===== src/design/oepc_consts.svh =====
// Overview of operation
// RULE_01: Low three bits of port B drive register set the port 2 drive code.
// RULE_02: Bits five to three set the drive code for reference and half clock pins.
// RULE_03: Software writes zero into reserved bits of drive and low-power registers.
// RULE_04: Output-enable bit 0 drives port A; cleared floats it.
// RULE_05: Output-enable bit 1 drives port B; cleared floats it.
// RULE_06: Output-enable bit 2 drives pixel clock pin; cleared floats it.
// RULE_07: Output-enable bit 3 drives reference, active flag and line clock pins.
// RULE_08: Output-enable bit 4 routes half clock to test-out while TAP sits in reset.
// RULE_09: Latched enable pin gets one extra line clock delay while bit 5 clear.
// RULE_10: Output-enable bit 6 samples enable pin on each rising line clock edge.
// RULE_11: Output-enable bit 7 makes the enable pin ignored entirely.
// RULE_12: Low-power code 00 means normal operation with outputs enabled.
// RULE_13: Codes 01/10/11 float outputs, divide clock by 2/4/8; 11 slows bus.
// RULE_14: Low-power bit 3 selects half clock for test-out, else bit 4 value.
// RULE_15: With low-power bit 3 set, bit 4 sets half clock polarity.
// RULE_16: Low-power bit 5 switches off slicer and resets its registers.
// RULE_17: Group drives only with its enable, code 00 and enable pin permitting.
`ifndef OEPC_CONSTS_SVH
`define OEPC_CONSTS_SVH

`define OEPC_ADDR_LOW_POWER 8'hAA
`define OEPC_ADDR_OUT_ENABLE 8'hF2
`define OEPC_ADDR_DRIVE_B 8'hF9

`define OEPC_RST_LOW_POWER 8'h00
`define OEPC_RST_OUT_ENABLE 8'h00
`define OEPC_RST_DRIVE_B 8'h00

`define OEPC_LP_ACTIVE 2'h0
`define OEPC_LP_DIV2 2'h1
`define OEPC_LP_DIV4 2'h2
`define OEPC_LP_DIV8 2'h3

`define OEPC_DIV2_MASK 3'h1
`define OEPC_DIV4_MASK 3'h3
`define OEPC_DIV8_MASK 3'h7

`endif


===== src/design/oepc_pkg.sv =====
package oepc_pkg;

  typedef struct packed {
    logic pin_ignore;
    logic latch_pin;
    logic no_delay;
    logic half_clock_to_test_out_enable;
    logic ref_en;
    logic pixclk_en;
    logic port_b_en;
    logic port_a_en;
  } oepc_oe_reg_t;

  typedef struct packed {
    logic rsvd7;
    logic timing_sel;
    logic slicer_off;
    logic half_clock_polarity_or_test_bit;
    logic test_out_source_select;
    logic bus_reset;
    logic [1:0] mode;
  } oepc_lp_reg_t;

  typedef struct packed {
    logic [1:0] rsvd;
    logic [2:0] reference_pins_drive_code;
    logic [2:0] port2_drive_code;
  } oepc_drv_reg_t;

  typedef struct packed {
    logic port_a_oe;
    logic port_b_oe;
    logic pixclk_oe;
    logic ref_oe;
    logic half_clk;
    logic tdo;
    logic tdo_oe;
    logic core_tick;
    logic bus_slow;
    logic slicer_rst;
    logic [1:0] clk_div;
    logic [2:0] port2_drive_code;
    logic [2:0] reference_pins_drive_code;
  } oepc_out_t;

  typedef struct packed {
    oepc_oe_reg_t output_enable_register;
    oepc_lp_reg_t power_and_line_clock_control;
    oepc_drv_reg_t port_b_drive_strength;
    logic llc_s1;
    logic llc_s2;
    logic llc_d;
    logic oeq_s1;
    logic oeq_s2;
    logic oeq_lat;
    logic oeq_dly;
    logic half;
    logic [2:0] div_cnt;
    oepc_out_t q;
  } oepc_state_t;

endpackage


===== src/design/oepc_top.sv =====
`timescale 1ns/1ps
`include "oepc_consts.svh"

module oepc_top
  import oepc_pkg::*;
(
  // Clock and reset
  input wire logic mclk_in,
  input wire logic nrst_in,
  // Register write port from the serial control bus decoder
  input wire logic wr_strobe_in,
  input wire logic [7:0] wr_addr_in,
  input wire logic [7:0] wr_data_in,
  // Pins and test access port
  input wire logic llc_in,
  input wire logic oe_pin_n_in,
  input wire logic tap_tlr_in,
  input wire logic jtag_tdo_in,
  input wire logic jtag_tdo_oe_in,
  // Pad enables
  output logic port_a_oe_out,
  output logic port_b_oe_out,
  output logic pixclk_oe_out,
  output logic ref_oe_out,
  // Half-rate line clock and test-out pin
  output logic half_rate_line_clock_out,
  output logic tdo_out,
  output logic tdo_oe_out,
  // Pad strengths
  output logic [2:0] port2_drive_code_out,
  output logic [2:0] reference_pins_drive_code_out,
  // Power control
  output logic [1:0] clk_div_out,
  output logic core_tick_out,
  output logic bus_slow_out,
  output logic slicer_rst_out
);

  oepc_state_t st_r;
  oepc_state_t st_nxt;

  function automatic logic grp_drive(input logic en, input logic [1:0] mode,
                                     input logic pin_ok);
    grp_drive = en && (mode == `OEPC_LP_ACTIVE) && pin_ok; // see RULE_17
  endfunction

  function automatic logic [2:0] div_mask(input logic [1:0] mode);
    unique case (mode)
      `OEPC_LP_ACTIVE: div_mask = 3'h0;
      `OEPC_LP_DIV2: div_mask = `OEPC_DIV2_MASK;
      `OEPC_LP_DIV4: div_mask = `OEPC_DIV4_MASK;
      `OEPC_LP_DIV8: div_mask = `OEPC_DIV8_MASK;
    endcase
  endfunction

  logic llc_rise;
  logic oeq_eff_n;
  logic pin_ok;
  logic half_pin;
  logic tdo_route;
  oepc_oe_reg_t oe;
  oepc_lp_reg_t lp;
  oepc_drv_reg_t drv;

  always_comb begin
    st_nxt = st_r;
    oe = st_r.output_enable_register;
    lp = st_r.power_and_line_clock_control;
    drv = st_r.port_b_drive_strength;

    // Register writes; reserved bits are kept but steer nothing
    if (wr_strobe_in) begin
      unique case (wr_addr_in)
        `OEPC_ADDR_OUT_ENABLE: begin
          st_nxt.output_enable_register = wr_data_in;
        end
        `OEPC_ADDR_LOW_POWER: begin
          st_nxt.power_and_line_clock_control = wr_data_in; // see RULE_03
        end
        `OEPC_ADDR_DRIVE_B: begin
          st_nxt.port_b_drive_strength = wr_data_in; // see RULE_03
        end
        default: begin
        end
      endcase
    end

    // Line clock and enable pin come from outside, two stages first
    st_nxt.llc_s1 = llc_in;
    st_nxt.llc_s2 = st_r.llc_s1;
    st_nxt.llc_d = st_r.llc_s2;
    st_nxt.oeq_s1 = oe_pin_n_in;
    st_nxt.oeq_s2 = st_r.oeq_s1;
    llc_rise = st_r.llc_s2 && !st_r.llc_d;

    if (llc_rise) begin
      st_nxt.oeq_lat = st_r.oeq_s2; // see RULE_10
      st_nxt.oeq_dly = st_r.oeq_lat; // see RULE_09
      st_nxt.half = !st_r.half;
    end

    // Pin path: unlatched, latched, or latched plus one line clock
    if (!oe.latch_pin) begin
      oeq_eff_n = st_r.oeq_s2; // see RULE_10
    end else if (oe.no_delay) begin
      oeq_eff_n = st_r.oeq_lat; // see RULE_09
    end else begin
      oeq_eff_n = st_r.oeq_dly; // see RULE_09
    end
    pin_ok = oe.pin_ignore || !oeq_eff_n; // see RULE_11

    // Each group gated by its bit, active mode and the pin
    st_nxt.q.port_a_oe = grp_drive(oe.port_a_en, lp.mode, pin_ok); // see RULE_04
    st_nxt.q.port_b_oe = grp_drive(oe.port_b_en, lp.mode, pin_ok); // see RULE_05
    st_nxt.q.pixclk_oe = grp_drive(oe.pixclk_en, lp.mode, pin_ok); // see RULE_06
    st_nxt.q.ref_oe = grp_drive(oe.ref_en, lp.mode, pin_ok); // see RULE_07 RULE_12 RULE_13

    // Polarity applies only while low-power bit 3 selects the half clock for test-out
    half_pin = st_r.half ^ (lp.test_out_source_select
                            && lp.half_clock_polarity_or_test_bit); // see RULE_15
    st_nxt.q.half_clk = half_pin;

    // Test-out is borrowed only while the TAP sits idle in reset
    tdo_route = tap_tlr_in && oe.half_clock_to_test_out_enable; // see RULE_08
    if (tdo_route) begin
      st_nxt.q.tdo_oe = 1'b1;
      if (lp.test_out_source_select) begin
        st_nxt.q.tdo = half_pin; // see RULE_14
      end else begin
        st_nxt.q.tdo = lp.half_clock_polarity_or_test_bit; // see RULE_14
      end
    end else begin
      st_nxt.q.tdo_oe = jtag_tdo_oe_in;
      st_nxt.q.tdo = jtag_tdo_in;
    end

    st_nxt.q.port2_drive_code = drv.port2_drive_code; // see RULE_01
    st_nxt.q.reference_pins_drive_code = drv.reference_pins_drive_code; // see RULE_02

    // Core tick rate is the divided internal clock
    st_nxt.div_cnt = st_r.div_cnt + 3'h1;
    st_nxt.q.core_tick = ((st_r.div_cnt & div_mask(lp.mode)) == 3'h0); // see RULE_13
    st_nxt.q.clk_div = lp.mode; // see RULE_13
    st_nxt.q.bus_slow = (lp.mode == `OEPC_LP_DIV8); // see RULE_13
    st_nxt.q.slicer_rst = lp.slicer_off; // see RULE_16
  end

  always_ff @(posedge mclk_in or negedge nrst_in) begin
    if (!nrst_in) begin
      st_r <= '0;
      st_r.output_enable_register <= `OEPC_RST_OUT_ENABLE;
      st_r.power_and_line_clock_control <= `OEPC_RST_LOW_POWER;
      st_r.port_b_drive_strength <= `OEPC_RST_DRIVE_B;
    end else begin
      st_r <= st_nxt;
    end
  end

  assign port_a_oe_out = st_r.q.port_a_oe;
  assign port_b_oe_out = st_r.q.port_b_oe;
  assign pixclk_oe_out = st_r.q.pixclk_oe;
  assign ref_oe_out = st_r.q.ref_oe;
  assign half_rate_line_clock_out = st_r.q.half_clk;
  assign tdo_out = st_r.q.tdo;
  assign tdo_oe_out = st_r.q.tdo_oe;
  assign port2_drive_code_out = st_r.q.port2_drive_code;
  assign reference_pins_drive_code_out = st_r.q.reference_pins_drive_code;
  assign clk_div_out = st_r.q.clk_div;
  assign core_tick_out = st_r.q.core_tick;
  assign bus_slow_out = st_r.q.bus_slow;
  assign slicer_rst_out = st_r.q.slicer_rst;

endmodule // oepc_top


===== config.mk =====
export PLATFORM = sky130hd
export DESIGN_NAME = oepc_top
export DESIGN_NICKNAME = d
export VERILOG_FILES = /design/src/design/oepc_pkg.sv /design/src/design/oepc_top.sv
export VERILOG_INCLUDE_DIRS = /design/src /design/src/design
export SDC_FILE = /design/constraint.sdc
export NUM_CORES = 1
export LEC_CHECK = 0
export ABC_CLOCK_PERIOD_IN_PS = 1350
export BUFFER_PORTS_ARGS = -buffer_cell sky130_fd_sc_hd__buf_2
export CORE_ASPECT_RATIO = 0.5
export CORE_MARGIN = 2
export CORE_UTILIZATION = 25
export CTS_BUF_LIST = sky130_fd_sc_hd__clkbuf_8
export CTS_CLUSTER_DIAMETER = 100
export DETAILED_ROUTE_END_ITERATION = 12
export PLACE_DENSITY = 0.48
export SYNTH_ARGS = -nofsm -noshare
export SYNTH_HDL_FRONTEND = slang
export SYNTH_SLANG_ARGS = --single-unit

===== constraint.sdc =====
create_clock -name mclk_in -period 1.35 [get_ports mclk_in]
set_input_delay 0.0675 -clock mclk_in [delete_from_list [all_inputs] [get_ports mclk_in]]
set_output_delay 0.0675 -clock mclk_in [all_outputs]
set_load 0.005 [all_outputs]

# Word level (Yosys, flattened, before mapping)
# Index checks and enable logic that the tools add are counted.
dict set report word_totals {
  reg_bits 48
  inputBits 24
  out_inout_bits 18
  wordCells 70
}
dict set report classes {
  add_sub_neg 1
  n_eq_ne 6
  mux 5
  bitwise 2
  reduce_logical 20
}
# operator count
set ops {}
lappend ops {{$eq A8 B8 Y1 const B} 3}
lappend ops {{$pmux W3 S4} 1}
lappend ops {{$logic_and A1 B1 Y1} 11}
lappend ops {{$reduce_and A2 Y1} 3}
lappend ops {{$eq A2 B2 Y1 const B} 2}
lappend ops {{$add A3 B1 Y3 const B} 1}
lappend ops {{$and A3 B3 Y3} 1}
lappend ops {{$logic_not A1 Y1} 3}
lappend ops {{$logic_not A3 Y1} 1}
lappend ops {{$mux W1} 3}
lappend ops {{$eq A2 B1 Y1 const B} 1}
lappend ops {{$logic_not A2 Y1} 1}
lappend ops {{$mux W2} 1}
lappend ops {{$logic_or A1 B1 Y1} 1}
lappend ops {{$xor A1 B1 Y1} 1}

# Logic depth before layout (Yosys ltp)
dict set report logic_depth {
  ltp_word 5
  depth_mapped 4
  depth_no_buf 3
}

# Least setup slack after synthesis
# OpenSTA, ideal clock, no wires.
dict set report synth_timing {
  kind {input -> register}
  startpoint {in wr_addr_in[6]}
  endpoint {reg st_r (netlist bit drv[0])}
  setup_ns 0.125
  t_arrival_ns 0.954
  required_ns 1.225
  slack_ns 0.271
  stages 4
  path_buffers 1
  cell_sequence {nand4_1 > and4bb_1 > buf_6 > mux2_2}
}
dict set report synth_via {
  elab_chain_cells 2
}
# element line
set synth_rtl {}
lappend synth_rtl {{from (decl)} oepc_top.sv:12} ;# input wire logic [7:0] wr_addr_in,
lappend synth_rtl {{$eq A8 B8 Y1} oepc_top.sv:73} ;# unique case (wr_addr_in)
lappend synth_rtl {{$reduce_and A2 Y1 (no source line)} -}
lappend synth_rtl {{to (signal assigned)} oepc_top.sv:155} ;# st_r <= st_nxt;
lappend synth_rtl {{to (decl)} oepc_top.sv:39} ;# oepc_state_t st_r;
# No other way between the ends.
# A chain may end at the register's enable or synchronous reset.

==> flow_summary.ini <==
[run_status]
status = finished, final reports clean

[sta]
grt_setup_unrepaired = no
post-route-period-util_pct = 84.32
layout_setup_ws_ps = 211.7
fin_crit_ps = 1138
finalSetupViolCount = 0
max_slew_margin_pct = 76.84
clock-skew-final_ps = 8.199
hold-worst-slack_ps = 17.07
final_hold_viol_count = 0
setup_tns_ps = 0
max_freq_mhz = 878.5
slew_violations = 0
worst_pin_slew_ps = 347.4

[route]
via_per_inst = 3.968
route.vias.total = 984
drt_iter0_drc = 25
drt-pass1-iter-count = 3
post_drt_wl_per_cell_um = 12.46
ant_nets = 0
routed_wirelength_mm = 3.089
drc = 0

[cts]
cts_tree = built
numCtsBuffers = 5
cts_setup_buffers = 0
root_buffer = clkbuf_8
cts_max_level = 2
clockBufferDepth = 2
clk_pin_slew_ps = 90
clock_latency_ps = 290
clock_sinks = 48

[logic_synthesis]
yosysWarnings = 0
synthArstFlopShare_pct = 100.0
syn-num-nets = 134
synthTopCellsByCount = dfrtp_1 (48), mux2_2 (21), buf_4 (8)
netlist_top_cells_area = dfrtp_1 (69%), mux2_2 (13%), buf_4 (3.4%), nor4b_1 (2.0%), xor2_1 (1.5%)
yosysMostFrequentCell = dfrtp_1
seq_area_frac_synth_pct = 68.57
syn_area_mm2 = 0.001752
synthCells = 109
synthFlopType = dfrtp_1
synth_seq_cells = 48
syn_area_per_cell_um2 = 16.07
ys_types = 26
synth_edf_count = 0
synth.top_cell.area_share_pct = 68.57
synth_largest_area_cell = dfrtp_1

[finish]
design_area_mm2 = 0.002185
antenna_cells = 0
syn2layout_area_growth_pct = 24.71
final_nets = 181
layout-drive-gt1-share_pct = 48.08
n_fill_cell = 709

[critical_path]
timing.rr.end = ref_oe_out
ff2ff_path_depth = 3
startpoint = oe[5]
crit_required_ps = 1510
timing.rr.start = oe[5]
critical_path_class = flip-flop to flip-flop
rrSetupSlack_ps = 210
crit_fanout = 4
critPathLaunchType = flip-flop
critPathCaptureType = flip-flop
cp-endpoint = ref_oe_out
worstPathArrival_ps = 1300

[floorplanning]
die-area_mm2 = 0.007733
core_mm2 = 0.006726
die_w_um = 122.4
fp-row-count = 21
io_pins = 42
die_h_um = 63.19
start_util_pct = 26.04

[place]
post-place-ws_ps = -1.427
dp_hpwl_mm = 2.116
place.gp.congestion = 0.6905
io_buffer_count = 41
postPlaceCellArea_mm2 = 0.002048

[power]
cellPowerDensity_mw_per_mm2 = 1198
leakagePower_nw = 1.101
ir_worst_vdd_v = 0.0004415

[min_path]
min_path_type = input port to flip-flop

[grt]
grt.total_usage_pct = 8.999
grt_start_max_net_pins = 49
grt_pass1_wl_mm = 5.409
antenna_found_initial = 0
grt_overflow = 0
grt_pass1_vias = 1102

[flow_run]
cap_violations = 0
## power by group
part / switching, W / internal, W
combinational: 0.0000977 / 0.000126
clock: 0.000454 / 0.000351
sequential: 0.0000554 / 0.00153
total: 0.000607 / 0.00201
## flip-flops by register name, indices dropped and copies added, names as in the netlist, 2 cells and up
register                       cells
port2_drive_code_out               3
lp                                 5
clk_div_out                        2
oe                                 8
st_nxt                             3
drv                                6
reference_pins_drive_code_out      3
st_r                               8
## per-layer routing
metal	vias to the layer above	global-route usage, %	share of wire [%]
li1	463	-	-
met1	501	11.94	48
met2	18	14.37	48
met3	2	2.264	3.5
met4	0	3.017	1.0
met5	-	0	0
## repair_timing
item	in CTS	in global routing
setup endpoints to repair	0	4
gates resized for setup	0	1
hold buffers	5	0
hold endpoints to repair	52	0
## logic make-up after synthesis
logic type / after synthesis / synth area share, %
DFF: 48 / 68.57
adders and majority gates: 1 / 0.7142
muxes: 22 / 14.07
AOI/OAI and AO/OA: 6 / 2.215
xor gates and xnor gates: 4 / 2.000
buffers and inverters: 10 / 4.286
and+or+nand+nor: 18 / 8.143
## layout make-up
cell class              instances  area [µm²]  share of cell area [%]
inverters                       1       3.754                  0.1718
well taps                      92       115.1                   5.269
repair buffers                 49       302.8                   13.86
multi-input cells              51       480.5                   21.99
flip-flops and latches         48        1201                   54.98
clock inverters                 2       12.51                  0.5727
clock buffers                   5       68.82                   3.150
## worst max-delay path: stages, from the launching register on
cell	delay, ps
dfrtp_1	400
mux2i_1	150
a211oi_2	370
nor4b_1	100
## stage by stage
stage	utilization, %	total power, W	std cells
2_1_floorplan	-	0.001710	109
3_3_place_gp	30.45	0.001822	236
3_5_place_dp	30.45	0.001833	236
4_1_cts	32.40	0.002645	248
5_1_grt	32.48	0.002751	248
6_report	32.48	0.002616	248
## worst min-delay path by stage
stage,startpoint,to,cells past startpoint
after floorplan,nrst_in,bus_slow_out,0
after global placement,nrst_in,lp[5],2
after detailed placement,nrst_in,slicer_rst_out,2
after CTS,wr_data_in[7],oe[7],2
after global routing,wr_data_in[6],oe[6],2
final,wr_data_in[7],oe[7],2
## cells in the final DEF, fill, tap and decap left out, drive strengths merged, types with 2 or more instances in the layout
master	instances
xor2	3
dlygate4sd3	5
nor4b	4
and4bb	2
mux2	21
buf	44
a21oi	2
dfrtp	48
clkbuf	5
nand2	4
Power figures use the tool's default switching activity.
